`src/rtl/adc_ctrl_pkg.sv`:
```
// Constants, register map and types for the converter control block
package adc_ctrl_pkg;

    // Register byte offsets
    localparam logic [7:0] OFF_CTRL = 8'h00;
    localparam logic [7:0] OFF_CLK = 8'h04;
    localparam logic [7:0] OFF_TRIG = 8'h08;
    localparam logic [7:0] OFF_RESULT = 8'h0C;
    localparam logic [7:0] OFF_FLAG = 8'h10;

    // Field positions
    localparam int EN_BIT = 0;
    localparam int GO_BIT = 1;
    localparam int CHS_LSB = 2;
    localparam int CHS_MSB = 7;
    localparam int CS_LSB = 4;
    localparam int CS_MSB = 6;
    localparam int TRIG_MSB = 4;
    localparam int FLAG_BIT = 0;
    localparam int IE_BIT = 1;

    // Values after reset
    localparam logic [5:0] CHS_RESET = 6'h00;
    localparam logic [2:0] CS_RESET = 3'h0;
    localparam logic [4:0] TRIG_RESET = 5'h00;

    // Channel codes
    localparam logic [5:0] CH_PORTA_BASE = 6'h00;
    localparam logic [5:0] CH_PORTB_BASE = 6'h0C;
    localparam logic [5:0] CH_PORTC_BASE = 6'h10;
    localparam logic [5:0] CH_GND = 6'h3C;
    localparam logic [5:0] CH_TEMP = 6'h3D;
    localparam logic [5:0] CH_DAC = 6'h3E;
    localparam logic [5:0] CH_FVR = 6'h3F;

    // Conversion clock codes
    localparam logic [2:0] CS_DIV2 = 3'h0;
    localparam logic [2:0] CS_DIV8 = 3'h1;
    localparam logic [2:0] CS_DIV32 = 3'h2;
    localparam logic [2:0] CS_DIV4 = 3'h4;
    localparam logic [2:0] CS_DIV16 = 3'h5;
    localparam logic [2:0] CS_DIV64 = 3'h6;
    localparam logic [1:0] CS_RC_LOW = 2'h3;

    // Trigger selector
    localparam logic [4:0] TRIG_NONE = 5'h00;
    localparam int TRIG_COUNT = 17;

    // Timing
    localparam int CLK_NS = 5;
    localparam int RC_TAD_NS = 2000;
    localparam int RC_TAD_CYCLES = RC_TAD_NS / CLK_NS;
    localparam int START_DELAY_CYCLES = 4;
    localparam int CONV_TADS = 12;
    localparam logic [15:0] DIV2_CYCLES = 16'h0002;
    localparam logic [15:0] DIV4_CYCLES = 16'h0004;
    localparam logic [15:0] DIV8_CYCLES = 16'h0008;
    localparam logic [15:0] DIV16_CYCLES = 16'h0010;
    localparam logic [15:0] DIV32_CYCLES = 16'h0020;
    localparam logic [15:0] DIV64_CYCLES = 16'h0040;

    typedef enum logic [1:0] {
        ST_IDLE = 2'b00,
        ST_DELAY = 2'b01,
        ST_CONV = 2'b10
    } conv_state_t;

endpackage

```
`src/rtl/tad_if.sv`:
```
// Conversion clock tick carrier between control and tick generator
`timescale 1ns/1ps
interface tad_if;
    logic [2:0] clk_sel;
    logic run;
    logic tick;
    logic rc_sel;
    modport gen (input clk_sel, input run, output tick, output rc_sel);
    modport ctl (output clk_sel, output run, input tick, input rc_sel);
endinterface // tad_if

```
`src/rtl/tad_tick_gen.sv`:
```
// Conversion clock period tick generator
`timescale 1ns/1ps
module tad_tick_gen #(
    parameter int RC_CYCLES = adc_ctrl_pkg::RC_TAD_CYCLES
) (
    input wire logic clk,
    input wire logic nrst,
    tad_if.gen t
);

    logic [15:0] cnt_q;
    logic [15:0] lim;

    // Divider per clock code, RC codes use the dedicated period
    assign t.rc_sel = (t.clk_sel[1:0] == adc_ctrl_pkg::CS_RC_LOW); // see (RQ19)

    always_comb begin
        case (t.clk_sel)
            adc_ctrl_pkg::CS_DIV2: lim = adc_ctrl_pkg::DIV2_CYCLES; // see (RQ19)
            adc_ctrl_pkg::CS_DIV8: lim = adc_ctrl_pkg::DIV8_CYCLES;
            adc_ctrl_pkg::CS_DIV32: lim = adc_ctrl_pkg::DIV32_CYCLES;
            adc_ctrl_pkg::CS_DIV4: lim = adc_ctrl_pkg::DIV4_CYCLES;
            adc_ctrl_pkg::CS_DIV16: lim = adc_ctrl_pkg::DIV16_CYCLES;
            adc_ctrl_pkg::CS_DIV64: lim = adc_ctrl_pkg::DIV64_CYCLES;
            default: lim = 16'(RC_CYCLES);
        endcase
    end

    always_ff @(posedge clk) begin
        if (!nrst || !t.run) begin
            cnt_q <= 16'h0000;
            t.tick <= 1'b0;
        end else if (cnt_q >= lim - 16'h0001) begin
            cnt_q <= 16'h0000;
            t.tick <= 1'b1;
        end else begin
            cnt_q <= cnt_q + 16'h0001;
            t.tick <= 1'b0;
        end
    end

endmodule // tad_tick_gen

```
`src/rtl/adc_sleep_trigger_control.sv`:
```
// Converter control: registers, start/abort, sleep handling, auto trigger
//
// Contract
// (RQ1) Conversion continues in sleep only with the dedicated RC clock selected.
// (RQ2) With RC clock, start waits one extra instruction before converting.
// (RQ3) Completion in sleep with interrupt enabled wakes the device.
// (RQ4) Completion in sleep with interrupt off powers down; enable stays set.
// (RQ5) Sleep with non-RC clock aborts and powers down; enable stays set.
// (RQ6) Rising edge of selected trigger source sets the start bit.
// (RQ7) Seventeen trigger sources: timers, comparators, logic cells, capture units.
// (RQ8) Software waits an acquisition period after changing channel.
// (RQ9) Six-bit channel field in bits 7..2; port A, B, C code ranges.
// (RQ10) Codes 3F, 3E, 3D, 3C select reference, DAC, temperature, ground.
// (RQ11) Reserved channel codes connect nothing to the sample-and-hold.
// (RQ12) Writing one to bit 1 starts; it reads one while converting.
// (RQ13) Hardware clears the start bit on completion.
// (RQ14) Enable bit 0 powers the converter; cleared means no current.
// (RQ15) Software configures, enables, waits acquisition, then starts.
// (RQ16) Software polls the start bit or waits for the interrupt.
// (RQ17) Software clears the complete flag before enabling and after each read.
// (RQ18) Software may keep global interrupts off to resume in line.
// (RQ19) Clock codes x11 pick RC clock; others divide the system clock.
// (RQ20) Completion clears start, sets the flag, loads the result.
// (RQ21) Trigger code 0 is none; 10001, 10000 are timer 5, 3; rising edge.
// (RQ22) Timer overflow triggers coincide with the timer's own flag setting.
// (RQ23) RC start delay is four system clock periods.
// (RQ24) A sleep abort clears the start bit without setting the flag.
//
// The implementer's own choices: the register offsets and the APB interface to the registers.
`timescale 1ns/1ps
module adc_sleep_trigger_control (
    input wire logic clk,
    input wire logic nrst,
    input wire logic psel,
    input wire logic penable,
    input wire logic pwrite,
    input wire logic [7:0] paddr,
    input wire logic [31:0] pwdata,
    output logic [31:0] prdata,
    output logic pready,
    output logic pslverr,
    input wire logic sleep_active,
    input wire logic [16:0] trigger_src,
    input wire logic [9:0] sar_result,
    output logic [5:0] mux_select,
    output logic mux_connect,
    output logic converter_powered,
    output logic sample_convert,
    output logic conv_complete_flag,
    output logic wake_request
);

    ////////////////////////////////////////////////////////////////////////////
    // Declarations

    tad_if t ();

    logic [5:0] chs_q;
    logic en_q;
    logic go_q;
    logic [2:0] cs_q;
    logic [4:0] trig_sel_q;
    logic [9:0] result_q;
    logic flag_q;
    logic ie_q;
    logic off_q;
    logic trig_lvl_q;
    logic trig_lvl;
    logic trig_edge;
    logic [1:0] dly_q;
    logic [3:0] tad_cnt_q;
    adc_ctrl_pkg::conv_state_t st_q;
    logic acc;
    logic wr_fire;
    logic ctrl_wr;
    logic sw_go_set;
    logic sw_go_clr;
    logic abort_cond;
    logic go_req;
    logic go_set_ok;
    logic stop_ev;
    logic done_ev;
    logic chan_ok;
    logic [31:0] rdata;
    logic rd_err;

    tad_tick_gen #(
        .RC_CYCLES(adc_ctrl_pkg::RC_TAD_CYCLES)
    ) u_tick (
        .clk(clk),
        .nrst(nrst),
        .t(t)
    );

    assign t.clk_sel = cs_q;
    assign t.run = (st_q == adc_ctrl_pkg::ST_CONV);

    ////////////////////////////////////////////////////////////////////////////
    // APB slave

    assign acc = psel && penable;
    assign wr_fire = acc && pwrite && pready;
    assign ctrl_wr = wr_fire && (paddr == adc_ctrl_pkg::OFF_CTRL);
    assign sw_go_set = ctrl_wr && pwdata[adc_ctrl_pkg::GO_BIT]; // see (RQ12)
    assign sw_go_clr = ctrl_wr && !pwdata[adc_ctrl_pkg::GO_BIT] && go_q;

    always_comb begin
        rdata = 32'h00000000;
        rd_err = 1'b0;
        case (paddr)
            adc_ctrl_pkg::OFF_CTRL: rdata[7:0] = {chs_q, go_q, en_q}; // see (RQ9)
            adc_ctrl_pkg::OFF_CLK: rdata[adc_ctrl_pkg::CS_MSB:adc_ctrl_pkg::CS_LSB] = cs_q;
            adc_ctrl_pkg::OFF_TRIG: rdata[adc_ctrl_pkg::TRIG_MSB:0] = trig_sel_q;
            adc_ctrl_pkg::OFF_RESULT: rdata[9:0] = result_q;
            adc_ctrl_pkg::OFF_FLAG: rdata[1:0] = {ie_q, flag_q};
            default: rd_err = 1'b1;
        endcase
    end

    always_ff @(posedge clk) begin
        if (!nrst) begin
            pready <= 1'b0;
            prdata <= 32'h00000000;
            pslverr <= 1'b0;
        end else begin
            pready <= acc && !pready;
            prdata <= (acc && !pready && !pwrite) ? rdata : 32'h00000000;
            pslverr <= acc && !pready && rd_err;
        end
    end

    ////////////////////////////////////////////////////////////////////////////
    // Configuration registers

    always_ff @(posedge clk) begin
        if (!nrst) begin
            chs_q <= adc_ctrl_pkg::CHS_RESET;
            en_q <= 1'b0;
        end else if (ctrl_wr) begin
            chs_q <= pwdata[adc_ctrl_pkg::CHS_MSB:adc_ctrl_pkg::CHS_LSB]; // see (RQ9)
            en_q <= pwdata[adc_ctrl_pkg::EN_BIT]; // see (RQ14)
        end
    end

    always_ff @(posedge clk) begin
        if (!nrst) begin
            cs_q <= adc_ctrl_pkg::CS_RESET;
            trig_sel_q <= adc_ctrl_pkg::TRIG_RESET;
            ie_q <= 1'b0;
        end else if (wr_fire) begin
            if (paddr == adc_ctrl_pkg::OFF_CLK) begin
                cs_q <= pwdata[adc_ctrl_pkg::CS_MSB:adc_ctrl_pkg::CS_LSB];
            end
            if (paddr == adc_ctrl_pkg::OFF_TRIG) begin
                trig_sel_q <= pwdata[adc_ctrl_pkg::TRIG_MSB:0];
            end
            if (paddr == adc_ctrl_pkg::OFF_FLAG) begin
                ie_q <= pwdata[adc_ctrl_pkg::IE_BIT];
            end
        end
    end

    ////////////////////////////////////////////////////////////////////////////
    // Auto trigger

    // Source order by code: 1 tmr4, 2 tmr6, 3 timer_zero, 4 tmr1, 5 tmr2, 6..7 cmp,
    // 8..11 logic cells, 12..15 capture units, 16 tmr3, 17 tmr5
    always_comb begin
        trig_lvl = 1'b0;
        if (trig_sel_q != adc_ctrl_pkg::TRIG_NONE &&
            int'(trig_sel_q) <= adc_ctrl_pkg::TRIG_COUNT) begin // see (RQ21)
            trig_lvl = trigger_src[trig_sel_q - 5'h01]; // see (RQ7) see (RQ22)
        end
    end

    always_ff @(posedge clk) begin
        if (!nrst) begin
            trig_lvl_q <= 1'b0;
        end else begin
            trig_lvl_q <= trig_lvl;
        end
    end

    assign trig_edge = trig_lvl && !trig_lvl_q; // see (RQ21)

    ////////////////////////////////////////////////////////////////////////////
    // Start bit and power state

    assign abort_cond = sleep_active && !t.rc_sel; // see (RQ1)
    assign go_req = sw_go_set || trig_edge; // see (RQ6)
    assign go_set_ok = go_req && en_q && !off_q && !abort_cond;
    assign stop_ev = abort_cond || sw_go_clr || !en_q;
    assign done_ev = (st_q == adc_ctrl_pkg::ST_CONV) && t.tick &&
                     (tad_cnt_q == 4'(adc_ctrl_pkg::CONV_TADS - 1)) && !stop_ev;

    always_ff @(posedge clk) begin
        if (!nrst) begin
            go_q <= 1'b0;
        end else if (go_set_ok) begin
            go_q <= 1'b1; // see (RQ6) see (RQ12)
        end else if (done_ev || stop_ev) begin
            go_q <= 1'b0; // see (RQ13) see (RQ24) see (RQ5)
        end
    end

    // Converter off while enable still reads set
    always_ff @(posedge clk) begin
        if (!nrst) begin
            off_q <= 1'b0;
        end else if (!sleep_active) begin
            off_q <= 1'b0;
        end else if (abort_cond) begin
            off_q <= 1'b1; // see (RQ5)
        end else if (done_ev && !ie_q) begin
            off_q <= 1'b1; // see (RQ4)
        end
    end

    ////////////////////////////////////////////////////////////////////////////
    // Conversion sequencer

    always_ff @(posedge clk) begin
        if (!nrst) begin
            st_q <= adc_ctrl_pkg::ST_IDLE;
            dly_q <= 2'h0;
            tad_cnt_q <= 4'h0;
        end else begin
            case (st_q)
                adc_ctrl_pkg::ST_IDLE: begin
                    dly_q <= 2'h0;
                    tad_cnt_q <= 4'h0;
                    if (go_q && !stop_ev && !off_q) begin
                        if (t.rc_sel) begin
                            st_q <= adc_ctrl_pkg::ST_DELAY; // see (RQ2)
                        end else begin
                            st_q <= adc_ctrl_pkg::ST_CONV;
                        end
                    end
                end
                adc_ctrl_pkg::ST_DELAY: begin
                    if (stop_ev) begin
                        st_q <= adc_ctrl_pkg::ST_IDLE;
                    end else if (dly_q == 2'(adc_ctrl_pkg::START_DELAY_CYCLES - 1)) begin
                        st_q <= adc_ctrl_pkg::ST_CONV; // see (RQ23)
                    end else begin
                        dly_q <= dly_q + 2'h1;
                    end
                end
                adc_ctrl_pkg::ST_CONV: begin
                    if (stop_ev) begin
                        st_q <= adc_ctrl_pkg::ST_IDLE; // see (RQ5)
                    end else if (t.tick) begin
                        if (done_ev) begin
                            st_q <= adc_ctrl_pkg::ST_IDLE;
                        end else begin
                            tad_cnt_q <= tad_cnt_q + 4'h1;
                        end
                    end
                end
                default: st_q <= adc_ctrl_pkg::ST_IDLE;
            endcase
        end
    end

    ////////////////////////////////////////////////////////////////////////////
    // Result and completion flag

    always_ff @(posedge clk) begin
        if (!nrst) begin
            result_q <= 10'h000;
        end else if (done_ev || (sw_go_clr && st_q == adc_ctrl_pkg::ST_CONV)) begin
            result_q <= sar_result; // see (RQ20)
        end
    end

    // Set wins over a software clear in the same cycle
    always_ff @(posedge clk) begin
        if (!nrst) begin
            flag_q <= 1'b0;
        end else if (done_ev) begin
            flag_q <= 1'b1; // see (RQ20)
        end else if (wr_fire && paddr == adc_ctrl_pkg::OFF_FLAG &&
                     pwdata[adc_ctrl_pkg::FLAG_BIT]) begin
            flag_q <= 1'b0;
        end
    end

    ////////////////////////////////////////////////////////////////////////////
    // Front end outputs

    always_comb begin
        case (chs_q)
            adc_ctrl_pkg::CH_FVR, adc_ctrl_pkg::CH_DAC,
            adc_ctrl_pkg::CH_TEMP, adc_ctrl_pkg::CH_GND: chan_ok = 1'b1; // see (RQ10)
            default: chan_ok =
                (chs_q >= adc_ctrl_pkg::CH_PORTA_BASE && chs_q <= 6'h02) ||
                (chs_q == 6'h04) || (chs_q == 6'h05) ||
                (chs_q >= adc_ctrl_pkg::CH_PORTB_BASE && chs_q <= 6'h17); // see (RQ11)
        endcase
    end

    always_ff @(posedge clk) begin
        if (!nrst) begin
            mux_select <= adc_ctrl_pkg::CHS_RESET;
            mux_connect <= 1'b0;
            converter_powered <= 1'b0;
            sample_convert <= 1'b0;
            conv_complete_flag <= 1'b0;
            wake_request <= 1'b0;
        end else begin
            mux_select <= chs_q; // see (RQ9)
            mux_connect <= chan_ok && en_q; // see (RQ11)
            converter_powered <= en_q && !off_q; // see (RQ14) see (RQ4)
            sample_convert <= (st_q == adc_ctrl_pkg::ST_CONV);
            conv_complete_flag <= flag_q;
            wake_request <= done_ev && sleep_active && ie_q; // see (RQ3)
        end
    end
endmodule // adc_sleep_trigger_control

```
`config.mk`:
```
export PLATFORM = sky130hd
export DESIGN_NAME = adc_sleep_trigger_control
export DESIGN_NICKNAME = d
export VERILOG_FILES = /design/src/rtl/adc_ctrl_pkg.sv /design/src/rtl/tad_if.sv /design/src/rtl/tad_tick_gen.sv /design/src/rtl/adc_sleep_trigger_control.sv
export SDC_FILE = /design/constraint.sdc
export NUM_CORES = 1
export LEC_CHECK = 0
export ABC_AREA = 0
export BUFFER_PORTS_ARGS = -buffer_cell sky130_fd_sc_hd__buf_2
export CELL_PAD_IN_SITES_DETAIL_PLACEMENT = 1
export CELL_PAD_IN_SITES_GLOBAL_PLACEMENT = 2
export CORE_ASPECT_RATIO = 2
export CORE_MARGIN = 2
export CORE_UTILIZATION = 31
export CTS_BUF_LIST = sky130_fd_sc_hd__clkbuf_4
export DETAILED_ROUTE_END_ITERATION = 8
export PLACE_DENSITY = 0.88
export SLEW_MARGIN = 20
export SYNTH_ARGS = -nofsm -noshare
export SYNTH_HDL_FRONTEND = slang
export SYNTH_SLANG_ARGS = --single-unit
```
`constraint.sdc`:
```
create_clock -name clk -period 3.2 [get_ports clk]
set_input_delay 0.64 -clock clk [delete_from_list [all_inputs] [get_ports clk]]
set_output_delay 0.64 -clock clk [all_outputs]
set_load 0.05 [all_outputs]
```
# --- After elaboration in Yosys (flattened, before gate mapping) ---
# Cells that the tools add are included.
word_totals:
  regBits: 100
  input_bits: 73
  wordCells: 173
op_classes:
  n_addsub: 5
  n_lt_le_gt_ge: 7
  eq_ne: 29
  mux: 33
  n_reduce_logical: 73
op_table:
  columns: ["op", "n"]
  rows:
  - ["9-bit case mux with 6 select lines", 1]
  - ["1-bit logical AND", 31]
  - ["6-bit == test, second input constant", 4]
  - ["2-bit 2-to-1 mux", 9]
  - ["2-bit case mux with 3 select lines", 3]
  - ["16-bit by 1-bit adder with 16-bit output, second input constant", 1]
  - ["8-bit by 4-bit == test with 1-bit output, second input constant", 2]
  - ["16-bit >= comparator", 1]
  - ["6-bit by 3-bit == test with 1-bit output, second input constant", 2]
  - ["1-bit logical NOT", 12]
  - ["4-bit 2-to-1 mux", 3]
  - ["2-bit != test, second input constant", 6]
  - ["1-bit 2-to-1 mux", 11]
  - ["2-bit AND reduction", 5]
  - ["2-bit nonzero test", 5]
  - ["9-bit by 1-bit subtractor with 10-bit output, second input constant", 1]
  - ["3-bit == test, second input constant", 3]
  - ["1-bit logical OR", 9]
  - ["3-bit != test, second input constant", 3]
  - ["8-bit by 3-bit == test with 1-bit output, second input constant", 1]
  - ["8-bit by 5-bit == test with 1-bit output, second input constant", 1]
  - ["8-bit logical NOT", 1]
  - ["2-bit case mux with 4 select lines", 1]
  - ["4-bit case mux with 2 select lines", 1]
  - ["other kinds (26)", 30]

# --- Depth between registers and ports, before layout ---
# Gate-level depths: netlist (run 1).
logic_depth:
  word_depth: 14
  mapped_depth: 9
  mapped_depth_nobuf: 7

# --- Hierarchy ---
# Synthesis (run 1) repeated with hierarchy kept, for this count alone.
hier_totals:
  cells_unflattened: 471
  area_unflattened_um2: 4175.3
by_module_without_submodules:
  columns: ["module", "instances", "cells_each", "area_per_inst_um2", "seq_area_each_um2"]
  rows:
  - ["adc_sleep_trigger_control", 1, 347, 3044.2, 1221.2]
  - ["tad_tick_gen", 1, 124, 1131.1, 340.3]

# --- Least setup slack after synthesis (run 1) ---
# OpenSTA, ideal clock, no wires.
synth_timing:
  path_kind: "input-to-reg"
  startpoint: "input paddr[7]"
  endpoint: "register off_q"
  setup_ps: 122
  t_arrival_ps: 2214
  slack_ps: 864
  stages: 6
  path_buffers: 1
  path_cell_list: "or4_4 or3_4 o21ai_2 buf_6 nor4_1 o311a_1"
synth_via:
  elab_chain_len: 10
synth_rtl:
  columns: ["element", "line", "source"]
  rows:
  - ["from (decl)", "adc_sleep_trigger_control.sv:37", "input wire logic [7:0] paddr,"]
  - ["8-bit logical NOT", "adc_sleep_trigger_control.sv:103", "assign ctrl_wr = wr_fire && (paddr == adc_ctrl_pkg::OFF_CTRL);"]
  - ["1-bit logical AND", "adc_sleep_trigger_control.sv:103", null]
  - ["1-bit logical AND (2 in series)", "adc_sleep_trigger_control.sv:105", "assign sw_go_clr = ctrl_wr && !pwdata[adc_ctrl_pkg::GO_BIT] && go_q;"]
  - ["1-bit logical OR (2 in series)", "adc_sleep_trigger_control.sv:192", "assign stop_ev = abort_cond || sw_go_clr || !en_q;"]
  - ["1-bit logical NOT", "adc_sleep_trigger_control.sv:194", "(tad_cnt_q == 4'(adc_ctrl_pkg::CONV_TADS - 1)) && !stop_ev;"]
  - ["1-bit logical AND", "adc_sleep_trigger_control.sv:194", null]
  - ["1-bit logical AND", "adc_sleep_trigger_control.sv:214", "end else if (done_ev && !ie_q) begin"]
  - ["2-bit nonzero test (no line)", null, null]
  - ["to (signal assigned)", "adc_sleep_trigger_control.sv:211", "off_q <= 1'b0;"]
  - ["to (signal assigned)", "adc_sleep_trigger_control.sv:213", "off_q <= 1'b1;"]
  - ["to (signal assigned)", "adc_sleep_trigger_control.sv:215", "off_q <= 1'b1;"]
  - ["to (decl)", "adc_sleep_trigger_control.sv:66", "logic off_q;"]
# No other way between the ends.
# A chain may end at the register's enable or synchronous reset.

# --- Worst setup path after layout (run 1) ---
layout_timing:
  startpoint: "register cs_q[1]"
  endpoint: "register u_tick.cnt_q[12]"
layout_via:
  elab_chain_len: 5
  elab_cells_between_ends: 10
layout_rtl:
  columns: ["element", "line", "source"]
  rows:
  - ["from (decl)", "adc_sleep_trigger_control.sv:61", "logic [2:0] cs_q;"]
  - ["from (signal assigned)", "adc_sleep_trigger_control.sv:147", "cs_q <= adc_ctrl_pkg::CS_RESET;"]
  - ["from (signal assigned)", "adc_sleep_trigger_control.sv:152", "cs_q <= pwdata[adc_ctrl_pkg::CS_MSB:adc_ctrl_pkg::CS_LSB];"]
  - ["3-bit == test (tied with other cells)", "tad_tick_gen.sv:18", "case (t.clk_sel)"]
  - ["9-bit case mux with 6 select lines (*)", "tad_tick_gen.sv:18", null]
  - ["9-bit by 1-bit subtractor with 10-bit output (*)", "tad_tick_gen.sv:33", "end else if (cnt_q >= lim - 16'h0001) begin"]
  - ["16-bit >= comparator (*)", "tad_tick_gen.sv:33", null]
  - ["2-bit OR reduction (no line) (*)", null, null]
  - ["to (signal assigned)", "tad_tick_gen.sv:37", "cnt_q <= cnt_q + 16'h0001;"]
  - ["to (decl)", "tad_tick_gen.sv:11", "logic [15:0] cnt_q;"]
# Every way passes the cells marked *; elsewhere a longest branch is shown, timed or not.

==> results of run 1 <==
-- state kept, by name, indices dropped and copies added, names as in the netlist, 2 cells and up --
signal,count
chs_q,6
prdata,10
cs_q,3
result_q,10
tad_cnt_q,4
u_tick.cnt_q,16
dly_q,2
mux_select,6
st_q,2
trig_sel_q,5
-- kinds of logic after synthesis --
group           after synthesis  share of synthesized area, %
simple gates                156                         21.03
compound gates               80                         13.06
flops                        78                         39.17
buf+inv                      52                         7.219
mux                          30                         9.102
fa+ha+maj                    20                         6.277
xor+xnor                     18                         3.955
other cells                   2                        0.1884
-- worst paths after layout --
| check | from | to | slack, ns | depth (start not counted) |
|---|---|---|---|---|
| setup / recovery | cs_q[1] | u_tick.cnt_q[12] | 0.68 | 8 |
| hold / removal | sar_result[8] | result_q[8] | 0.44 | 3 |
| setup reg to reg | cs_q[1] | u_tick.cnt_q[12] | 0.68 | 8 |
| hold reg to reg | result_q[8] | result_q[8] | 0.49 | 2 |
-- metal layers --
metal | routed length, um | up-vias | part of all wire [%] | GRT usage, %
met1 | 3881 | 1696 | 34 | 14.75
met4 | 474 | 2 | 4.1 | 9.238
met3 | 392 | 26 | 3.4 | 3.298
li1 | - | 1672 | - | -
met5 | 13 | - | 0.11 | 0
met2 | 6737 | 82 | 59 | 34.96
-- power groups by stage --
stage / clock, uW / combinational, uW / sequential (uW)
detailed placement: 0 / 140 / 995
global route: 777 / 149 / 975
finish: 722 / 140 / 974
floorplan: 0 / 111 / 999
global placement: 0 / 138 / 995
CTS: 742 / 140 / 974
-- placed cells by master, fill, tap and decap left out, types with 18 or more instances in the layout --
master                     n
sky130_fd_sc_hd__mux2i_1  25
sky130_fd_sc_hd__nand3_1  19
sky130_fd_sc_hd__buf_2    72
sky130_fd_sc_hd__nor3_1   24
sky130_fd_sc_hd__nand2_1  20
sky130_fd_sc_hd__o21ai_0  18
sky130_fd_sc_hd__a21oi_1  19
sky130_fd_sc_hd__nor2_1   37
sky130_fd_sc_hd__ha_1     20
sky130_fd_sc_hd__dfxtp_1  78
sky130_fd_sc_hd__conb_1   30
-- critical path: stages (launching register included) --
cell                       delay [ns]
sky130_fd_sc_hd__dfxtp_1         0.50
sky130_fd_sc_hd__nand2_1         0.24
sky130_fd_sc_hd__ha_1            0.34
sky130_fd_sc_hd__o21ai_0         0.08
sky130_fd_sc_hd__a211oi_1        0.32
sky130_fd_sc_hd__nand3_1         0.12
sky130_fd_sc_hd__o22ai_1         0.41
sky130_fd_sc_hd__buf_4           0.29
sky130_fd_sc_hd__nor3_1          0.08
-- layout make-up --
| type | instances | area (um2) |
|---|---|---|
| antenna | 1 | 2.502 |
| clock buffer | 9 | 67.56 |
| clock inverter | 7 | 105.1 |
| fill | 1514 | 7956 |
| inverter | 9 | 33.78 |
| multi-input combinational | 334 | 2242 |
| sequential | 78 | 1562 |
| tap | 150 | 187.7 |
| timing repair buffer | 77 | 397.9 |
-- stage by stage --
step / total power [uW] / area [um2] / setup slack (ns) / hold WS, ns / util [%]
after floorplan: 1110 / 4091 / 0.8643 / 0.4157 / -
after global placement: 1133 / 4418 / 0.5619 / 0.4662 / 35.19
after detailed placement: 1136 / 4418 / 0.4957 / 0.4688 / 35.19
after CTS: 1856 / 4591 / 0.6042 / 0.4053 / 36.57
after global routing: 1901 / 4598 / 0.3385 / 0.4164 / 36.63
final: 1836 / 4598 / 0.6817 / 0.4380 / 36.63
==> qor.txt, run 1 <==
arrival time at the worst endpoint = 2.82 ns
vias in the first global route = 3745
number of design rule violations left after detail routing = 0
placer congestion estimate = 0.8218
Required @ worst endpoint = 3.51 ns
endpoint type of the worst setup path = flip-flop
top_reg_cell synth = sky130_fd_sc_hd__dfxtp_1
CP startpoint kind = flip-flop
pwr/cell area = 399.3 nW/um2
proportion of total power due to net switching = 27.17%
Initial Utilization = 31.75%
most common cell in the netlist = sky130_fd_sc_hd__dfxtp_1
core footprint = 12550 um2
DP HPWL = 9214 um
Final ANT Viol Nets = 0
flop and latch count out of synthesis = 78
top cell types by occurrence after synthesis = sky130_fd_sc_hd__dfxtp_1 (78), sky130_fd_sc_hd__nor2_1 (37), sky130_fd_sc_hd__mux2i_1 (25)
combinational fraction of design power = 7.6%
final worst path period share = 78.70%
number of I/O port buffers = 71
number of clock sinks seen by CTS = 78
wirelength, routed = 11500 um
global-route wire length before repair = 18350 um
TritonCTS clock tree = done
final clock skew = 0.01413 ns
total placed cells including tap cells = 647
mean cell area of the mapped netlist = 9.143 um2
count of different cell masters after synthesis = 55
Post-layout nets = 602
most area-consuming cells after synthesis = sky130_fd_sc_hd__dfxtp_1 (39%), sky130_fd_sc_hd__ha_1 (6.3%), sky130_fd_sc_hd__mux2i_1 (6.3%)
number of antenna violations at the first check in global routing = 2
Clock Path Buffers = 2
f_max = 397.1 MHz
mapped cell area = 3986 um2
CTS buffer count = 9
x dimension of the die = 84.19 um
status = finished clean
post-route setup TNS = 0 ns
final setup fails = 0
top-level I/O count = 118
total number of vias = 3478
sw power = 498.8 uW
post-synth top area share = 39.17%
total routing resource utilization after global routing = 17.00%
Max IR drop VDD = 0.2463 mV
count of TritonRoute iterations in the first routing pass = 4
number of buffers inserted by hold repair at cts = 0
share of power burned in registers = 53.1%
number of synthesized flops with an enable pin = 0
static leakage power = 0.001933 uW
Worst Max-Slew Pin Slew = 0.7658 ns
clock slew at reported path FFs = 0.15 ns
Rel. slew slack = 48.84%
max-cap violation count = 0
RSZ-0062 raised after global routing = false
biggest fanout along the worst timing path = 12
average vias per placed instance = 5.230
Slew Limit Fails = 0
final critical-path required period = 2.518 ns
cell type with the largest total area after synthesis = sky130_fd_sc_hd__dfxtp_1
register area share after synthesis = 39.17%
share of layout cells above drive strength 1 = 21.98%
Die Ht = 164.4 um
number of resized instances in the post-cts repair step = 0
number of hold-slack violations in the final timing report = 0
DRC marker count from the first detailed-route iteration = 153
area of the die = 13840 um2
Clock Latency Late Sink = 0.45 ns
pin count of the biggest net entering global routing = 34
Synth async-reset ratio = 0%
internal cell power = 1337 uW
Root Buffer = sky130_fd_sc_hd__clkbuf_4
Synth Instances = 436
global route total overflow = 0
area overhead of the layout relative to synthesis = 15.35%
final std cells w/o fill = 665
number of buffers inserted to repair setup after CTS = 0
number of placement rows = 58
Yosys warning total = 0
WS Path Type = reg -> reg
worst min path class = in -> reg
H-Tree Level Count = 3
drt wl/cell = 17.29 um
clock share of power = 39.3%
(Power assumes the default switching activity.)
==> run 2: changes to the inputs <==
==> constraint.sdc (replaced) <==
create_clock -name clk -period 2.5 [get_ports clk]
set_input_delay 0.5 -clock clk [delete_from_list [all_inputs] [get_ports clk]]
set_output_delay 0.5 -clock clk [all_outputs]
set_load 0.05 [all_outputs]
==> run 2 against run 1 <==
  * Fmax up 17%
  * Register-to-register slack worse by 0.34 ns
  * Power is 19% higher
  * Clock power rose by 5.4%
  * Non-clock buffer count grew 8
  * Clock skew rose by 0.0030 ns
  * Final area up 0.46%
  * Core utilization is 0.17 points higher
  * Critical path depth shrank 2
  * First-iteration DRC count grew 5.9%
  * Critical endpoint is now tad_cnt_q[3]
  * Largest power group unchanged
==> qor.txt, run 2 (synthesis gave the netlist of run 1 again) <==
number of hold-slack violations in the final timing report = 0 (unchanged)
final setup fails = 0 (unchanged)
Initial Utilization = 31.75% (unchanged)
H-Tree Level Count = 3 (unchanged)
commonest non-fill, non-tap cell in the layout = sky130_fd_sc_hd__dfxtp_1 (unchanged)
final critical-path required period = 2.157 ns (was 2.518 ns)
worst min path class = in -> reg (unchanged)
startpoint of the worst register-to-register path = cs_q[0] (was cs_q[1])
pwr/cell area = 474.0 nW/um2 (was 399.3 nW/um2)
Slew Limit Fails = 0 (unchanged)
filler cell count in the final layout = 1523 (was 1514)
Max IR drop VDD = 0.2051 mV (was 0.2463 mV)
max-cap violation count = 0 (unchanged)
Final ANT Viol Nets = 0 (unchanged)
register ranked first by flip-flop count = u_tick.cnt_q (unchanged)
number of antenna violations at the first check in global routing = 2 (unchanged)
static leakage power = 0.001955 uW (was 0.001933 uW)
top-level I/O count = 118 (unchanged)
placer congestion estimate = 0.8580 (was 0.8218)
R2R Setup Slk = 0.34 ns (was 0.68 ns)
area overhead of the layout relative to synthesis = 15.88% (was 15.35%)
endpoint type of the worst setup path = flip-flop (unchanged)
Top Family by Delay on Critical Path = simple AND/OR/NAND/NOR gates (was compound AO/OA/AOI/OAI gates)
sequence of cells on the critical path = nand2_1 -> a21oi_1 -> o21ai_2 -> buf_4 -> or4_2 -> a31oi_1 (was nand2_1 -> ha_1 -> o21ai_0 -> a211oi_1 -> nand3_1 -> o22ai_1 -> buf_4 -> nor3_1)
Worst Reg2Reg Path Length in Cells = 6 (was 8)
Post-layout nets = 610 (was 602)
Worst path slowest cell = sky130_fd_sc_hd__or4_2 (was sky130_fd_sc_hd__dfxtp_1)
biggest fanout along the worst timing path = 12 (unchanged)
number of I/O port buffers = 71 (unchanged)
global-route wire length before repair = 18000 um (was 18350 um)
TritonCTS clock tree = done (unchanged)
DP HPWL = 9119 um (was 9214 um)
worst path bufs/invs = 1 (unchanged)
total number of vias = 3472 (was 3478)
number of placement rows = 58 (unchanged)
final clock skew = 0.01716 ns (was 0.01413 ns)
total area of multi-input combinational cells = 2242 um2 (unchanged)
number of design rule violations left after detail routing = 0 (unchanged)
WS Path Type = reg -> reg (unchanged)
global route total overflow = 0 (unchanged)
number of gates on the worst path with buffers counted = 6 (was 8)
top library cells by usage in the layout, fill and taps aside = sky130_fd_sc_hd__dfxtp_1 (77), sky130_fd_sc_hd__buf_2 (71), sky130_fd_sc_hd__nor2_1 (37), sky130_fd_sc_hd__conb_1 (30), sky130_fd_sc_hd__mux2i_1 (25) (was sky130_fd_sc_hd__dfxtp_1 (78), sky130_fd_sc_hd__buf_2 (72), sky130_fd_sc_hd__nor2_1 (37), sky130_fd_sc_hd__conb_1 (30), sky130_fd_sc_hd__mux2i_1 (25))
Die Ht = 164.4 um (unchanged)
count of TritonRoute iterations in the first routing pass = 4 (unchanged)
Hold Startpoint = pwdata[2] (was sar_result[8])
number of buffers inserted to repair setup after CTS = 0 (unchanged)
CTS buffer count = 9 (unchanged)
vias in the first global route = 3758 (was 3745)
CP startpoint kind = flip-flop (unchanged)
max FFs per register = 16 (unchanged)
drt wl/cell = 16.75 um (was 17.29 um)
Root Buffer = sky130_fd_sc_hd__clkbuf_4 (unchanged)
Rel. slew slack = 64.51% (was 48.84%)
Clock Path Buffers = 2 (unchanged)
total routing resource utilization after global routing = 16.41% (was 17.00%)
number of buffers inserted by hold repair at cts = 0 (unchanged)
DRC marker count from the first detailed-route iteration = 162 (was 153)
Clock Latency Late Sink = 0.44 ns (was 0.45 ns)
hold path depth = 3 (unchanged)
f_max = 463.7 MHz (was 397.1 MHz)
number of clock sinks seen by CTS = 78 (unchanged)
RSZ-0062 raised after global routing = false (unchanged)
status = finished clean (unchanged)
core footprint = 12550 um2 (unchanged)
tightest hold margin = 0.3039 ns (was 0.4380 ns)
share of layout cells above drive strength 1 = 22.84% (was 21.98%)
placed instance area = 4486 um2 (was 4418 um2)
area of the die = 13840 um2 (unchanged)
Required @ worst endpoint = 2.87 ns (was 3.51 ns)
storage element area = 1563 um2 (was 1562 um2)
Worst Max-Slew Pin Slew = 0.5324 ns (was 0.7658 ns)
final worst path period share = 86.27% (was 78.70%)
number of resized instances in the post-cts repair step = 0 (unchanged)
worst hold endpoint = trig_sel_q[2] (was result_q[8])
reg2reg end = tad_cnt_q[3] (was u_tick.cnt_q[12])
x dimension of the die = 84.19 um (unchanged)
clock slew at reported path FFs = 0.14 ns (was 0.15 ns)
biggest cell delay along the critical path = 0.64 ns (was 0.50 ns)
biggest registers after layout = u_tick.cnt_q: 16 flops, prdata: 10 flops, result_q: 10 flops (unchanged)
pin count of the biggest net entering global routing = 34 (unchanged)
average vias per placed instance = 5.167 (was 5.230)
arrival time at the worst endpoint = 2.53 ns (was 2.82 ns)
wirelength, routed = 11260 um (was 11500 um)
final design instance area without fill = 4619 um2 (was 4598 um2)
post-route setup TNS = 0 ns (unchanged)
run 2: cell count changes in the layout (fill, tap and decap cells not counted), sizes merged:
cell,delta
buf,+8
clkinv,+2
inv,-2
bufinv,-1
run 2: layout make-up:
cell class | count | area share (%)
Multi-Input combinational cell | 334 | 48.54
Clock inverter | 6 | 1.354
Tap cell | 150 | 4.063
Antenna cell | 1 | 0.05417
Timing Repair Buffer | 85 | 9.968
Sequential cell | 78 | 33.83
Clock buffer | 9 | 1.463
Inverter | 9 | 0.7313
run 2: worst reg2reg max path, cell delays in order (launching register included):
cell	delay, ns
sky130_fd_sc_hd__dfxtp_2	0.43
sky130_fd_sc_hd__nand2_1	0.19
sky130_fd_sc_hd__a21oi_1	0.34
sky130_fd_sc_hd__o21ai_2	0.13
sky130_fd_sc_hd__buf_4	0.19
sky130_fd_sc_hd__or4_2	0.64
sky130_fd_sc_hd__a31oi_1	0.17
run 2: routing by layer:
layer  track usage (%)  routed length [um]  up-vias
met1             14.48                3783     1671
met5                 0                  11        -
met4             10.41                 559        2
li1                  -                   -     1688
met2             32.86                6496       83
met3             2.949                 405       28
run 2: worst max-delay path by stage:
stage | start | endpoint | slack (ns)
after detailed placement | paddr[7] | tad_cnt_q[1] | 0.10
final | cs_q[0] | tad_cnt_q[3] | 0.34
after CTS | cs_q[0] | tad_cnt_q[3] | 0.24
after global placement | paddr[7] | tad_cnt_q[1] | 0.13
after global routing | cs_q[0] | u_tick.t.tick | 0.12
after floorplan | cs_q[1] | u_tick.cnt_q[10] | 0.29
run 2: where the power goes:
group	internal [uW]	switching, uW	leakage, uW
clock	298	463	0.0000675
sequential	1240	1.65	0.000629
combinational	48.1	134	0.00126
run 2: through the flow:
step | power [uW] | utilization (%) | worst slack (ns) | cells
after floorplan | 1421 | - | 0.2901 | 464
after detailed placement | 1457 | 35.73 | 0.1046 | 656
after CTS | 2224 | 36.77 | 0.2374 | 671
after global placement | 1453 | 35.73 | 0.1317 | 656
final | 2190 | 36.79 | 0.3433 | 672
after global routing | 2272 | 36.79 | 0.1178 | 672
==> run 3: changes to the inputs <==
--- a/config.mk
+++ b/config.mk
@@ -11,10 +11,10 @@
 export CELL_PAD_IN_SITES_GLOBAL_PLACEMENT = 2
 export CORE_ASPECT_RATIO = 2
 export CORE_MARGIN = 2
-export CORE_UTILIZATION = 31
+export CORE_UTILIZATION = 34
 export CTS_BUF_LIST = sky130_fd_sc_hd__clkbuf_4
 export DETAILED_ROUTE_END_ITERATION = 8
-export PLACE_DENSITY = 0.88
+export PLACE_DENSITY = 0.95
 export SLEW_MARGIN = 20
 export SYNTH_ARGS = -nofsm -noshare
 export SYNTH_HDL_FRONTEND = slang
==> constraint.sdc (replaced) <==
create_clock -name clk -period 2.6 [get_ports clk]
set_input_delay 0.52 -clock clk [delete_from_list [all_inputs] [get_ports clk]]
set_output_delay 0.52 -clock clk [all_outputs]
set_load 0.05 [all_outputs]
==> run 3 against run 2 <==
  * Sequential share of layout area up 0.065 points
  * Global-route usage grew 0.99 points
  * Core utilization increased by 3.1 points
  * Final area fell by 0.27%
  * Flip-flop and latch count is the same
  * Wire length decreased by 6.3%
  * First-iteration DRC count shrank 15%
  * Fmax down 6.6%
  * Die area down 8.5%
  * Sequential power shrank 4%
  * Via count is 0.32% lower
  * Cell count shrank 1.3%
==> qor.txt, run 3 (synthesis gave the netlist of run 1 again) <==
CP startpoint kind = flip-flop (unchanged)
Rel. slew slack = 59.03% (was 64.51%)
number of design rule violations left after detail routing = 0 (unchanged)
TritonCTS clock tree = done (unchanged)
share of layout cells above drive strength 1 = 22.59% (was 22.84%)
number of buffers inserted to repair setup after CTS = 0 (unchanged)
final worst path period share = 88.80% (was 86.27%)
area of the die = 12660 um2 (was 13840 um2)
final setup fails = 0 (unchanged)
commonest non-fill, non-tap cell in the layout = sky130_fd_sc_hd__dfxtp_1 (unchanged)
biggest fanout along the worst timing path = 9 (was 12)
f_max = 433.1 MHz (was 463.7 MHz)
pwr/cell area = 470.7 nW/um2 (was 474.0 nW/um2)
Worst Max-Slew Pin Slew = 0.6146 ns (was 0.5324 ns)
average vias per placed instance = 5.220 (was 5.167)
count of inserted antenna diode cells = 0 (was 1)
number of clock sinks seen by CTS = 78 (unchanged)
Final ANT Viol Nets = 0 (unchanged)
total number of vias = 3461 (was 3472)
global-route track usage on met3 = 3.326% (was 2.949%)
sequence of cells on the critical path = nand2_1 -> a21oi_1 -> o21ai_2 -> buf_4 -> or4_2 -> a31oi_1 (unchanged)
Required @ worst endpoint = 2.96 ns (was 2.87 ns)
endpoint type of the worst setup path = flip-flop (unchanged)
count of TritonRoute iterations in the first routing pass = 4 (unchanged)
met2 track demand over resource in global routing = 28.69% (was 32.86%)
number of placement rows = 56 (was 58)
biggest cell delay along the critical path = 0.60 ns (was 0.64 ns)
number of I/O port buffers = 71 (unchanged)
post-route setup TNS = 0 ns (unchanged)
final clock skew = 0.01287 ns (was 0.01716 ns)
max-cap violation count = 0 (unchanged)
max FFs per register = 16 (unchanged)
top library cells by usage in the layout, fill and taps aside = sky130_fd_sc_hd__dfxtp_1 (78), sky130_fd_sc_hd__buf_2 (71), sky130_fd_sc_hd__nor2_1 (37), sky130_fd_sc_hd__conb_1 (30), sky130_fd_sc_hd__mux2i_1 (25) (was sky130_fd_sc_hd__dfxtp_1 (77), sky130_fd_sc_hd__buf_2 (71), sky130_fd_sc_hd__nor2_1 (37), sky130_fd_sc_hd__conb_1 (30), sky130_fd_sc_hd__mux2i_1 (25))
met1 routing resource usage after global routing = 22.55% (was 14.48%)
tightest hold margin = 0.3387 ns (was 0.3039 ns)
CTS buffer count = 9 (unchanged)
area overhead of the layout relative to synthesis = 15.57% (was 15.88%)
number of antenna violations at the first check in global routing = 0 (was 2)
Die Ht = 157.1 um (was 164.4 um)
Slew Limit Fails = 0 (unchanged)
pin count of the biggest net entering global routing = 34 (unchanged)
core footprint = 11560 um2 (was 12550 um2)
WS Path Type = reg -> reg (unchanged)
least setup slack across all paths after layout = 0.2913 ns (was 0.3433 ns)
Clock Latency Late Sink = 0.43 ns (was 0.44 ns)
drt wl/cell = 15.92 um (was 16.75 um)
arrival time at the worst endpoint = 2.67 ns (was 2.53 ns)
Worst path slowest cell = sky130_fd_sc_hd__or4_2 (unchanged)
number of resized instances in the post-cts repair step = 0 (unchanged)
Post-layout nets = 607 (was 610)
worst min path class = in -> reg (unchanged)
clock slew at reported path FFs = 0.12 ns (was 0.14 ns)
final critical-path required period = 2.309 ns (was 2.157 ns)
final std cells w/o fill = 663 (was 672)
top-level I/O count = 118 (unchanged)
number of buffers inserted by hold repair at cts = 0 (unchanged)
status = finished clean (unchanged)
Initial Utilization = 34.48% (was 31.75%)
Max IR drop VDD = 0.3048 mV (was 0.2051 mV)
RSZ-0062 raised after global routing = false (unchanged)
total routing resource utilization after global routing = 17.39% (was 16.41%)
H-Tree Level Count = 3 (unchanged)
filler cell count in the final layout = 1432 (was 1523)
x dimension of the die = 80.57 um (was 84.19 um)
DP HPWL = 7969 um (was 9119 um)
Root Buffer = sky130_fd_sc_hd__clkbuf_4 (unchanged)
placer congestion estimate = 0.8053 (was 0.8580)
wirelength, routed = 10550 um (was 11260 um)
DRC marker count from the first detailed-route iteration = 138 (was 162)
global-route wire length before repair = 17430 um (was 18000 um)
Setup WS pre-CTS = 0.1456 ns (was 0.1046 ns)
Clock Path Buffers = 2 (unchanged)
register ranked first by flip-flop count = u_tick.cnt_q (unchanged)
total placed cells including tap cells = 648 (was 656)
biggest registers after layout = u_tick.cnt_q: 16 flops, prdata: 10 flops, result_q: 10 flops (unchanged)
global route total overflow = 0 (unchanged)
vias in the first global route = 3556 (was 3758)
number of hold-slack violations in the final timing report = 0 (unchanged)
static leakage power = 0.001958 uW (was 0.001955 uW)
Most Used Layer, Global Route = met2 (unchanged)
==> run 3: worst paths after layout <==
path	start	endpoint	slack, ns	depth (start not counted)
setup / recovery	cs_q[0]	tad_cnt_q[0]	0.29	6
hold / removal	sar_result[2]	result_q[2]	0.34	3
setup reg to reg	cs_q[0]	tad_cnt_q[0]	0.29	6
hold reg to reg	result_q[8]	prdata[8]	0.49	1
==> run 3: per-stage QoR <==
step	area, um2	total power (uW)	util [%]
2_1_floorplan	4091	1366	-
6_report	4607	2168	39.85
3_5_place_dp	4457	1396	38.55
3_3_place_gp	4457	1393	38.55
4_1_cts	4607	2195	39.85
5_1_grt	4607	2253	39.85
==> run 3: routing by layer <==
layer / vias to the layer above / share of wire [%]
li1: 1686 / -
met1: 1671 / 44
met2: 86 / 50
met3: 18 / 4.5
met4: 0 / 1.7
met5: - / 0
==> run 3: power by group <==
group          internal, uW  switching (uW)  total, uW  leakage (uW)
logic                  45.0             127        172       0.00124
clock network           391             407        798     0.0000860
registers              1200            1.55       1200      0.000628
==> run 3: cell type report <==
| type | instances | area [um2] | share of cell area (%) |
|---|---|---|---|
| clock buffer | 10 | 75.07 | 1.630 |
| clock inverter | 5 | 75.07 | 1.630 |
| inverter | 9 | 33.78 | 0.7333 |
| multi-input combinational | 334 | 2242 | 48.67 |
| sequential | 78 | 1562 | 33.89 |
| tap | 145 | 181.4 | 3.938 |
| timing repair buffer | 82 | 437.9 | 9.506 |
==> run 3: critical path: cells and delay by family (launching register included) <==
kind	cells	cell delay, ns
simple gates	2	0.84
buf+inv	1	0.19
flops	1	0.49
compound gates	3	0.72
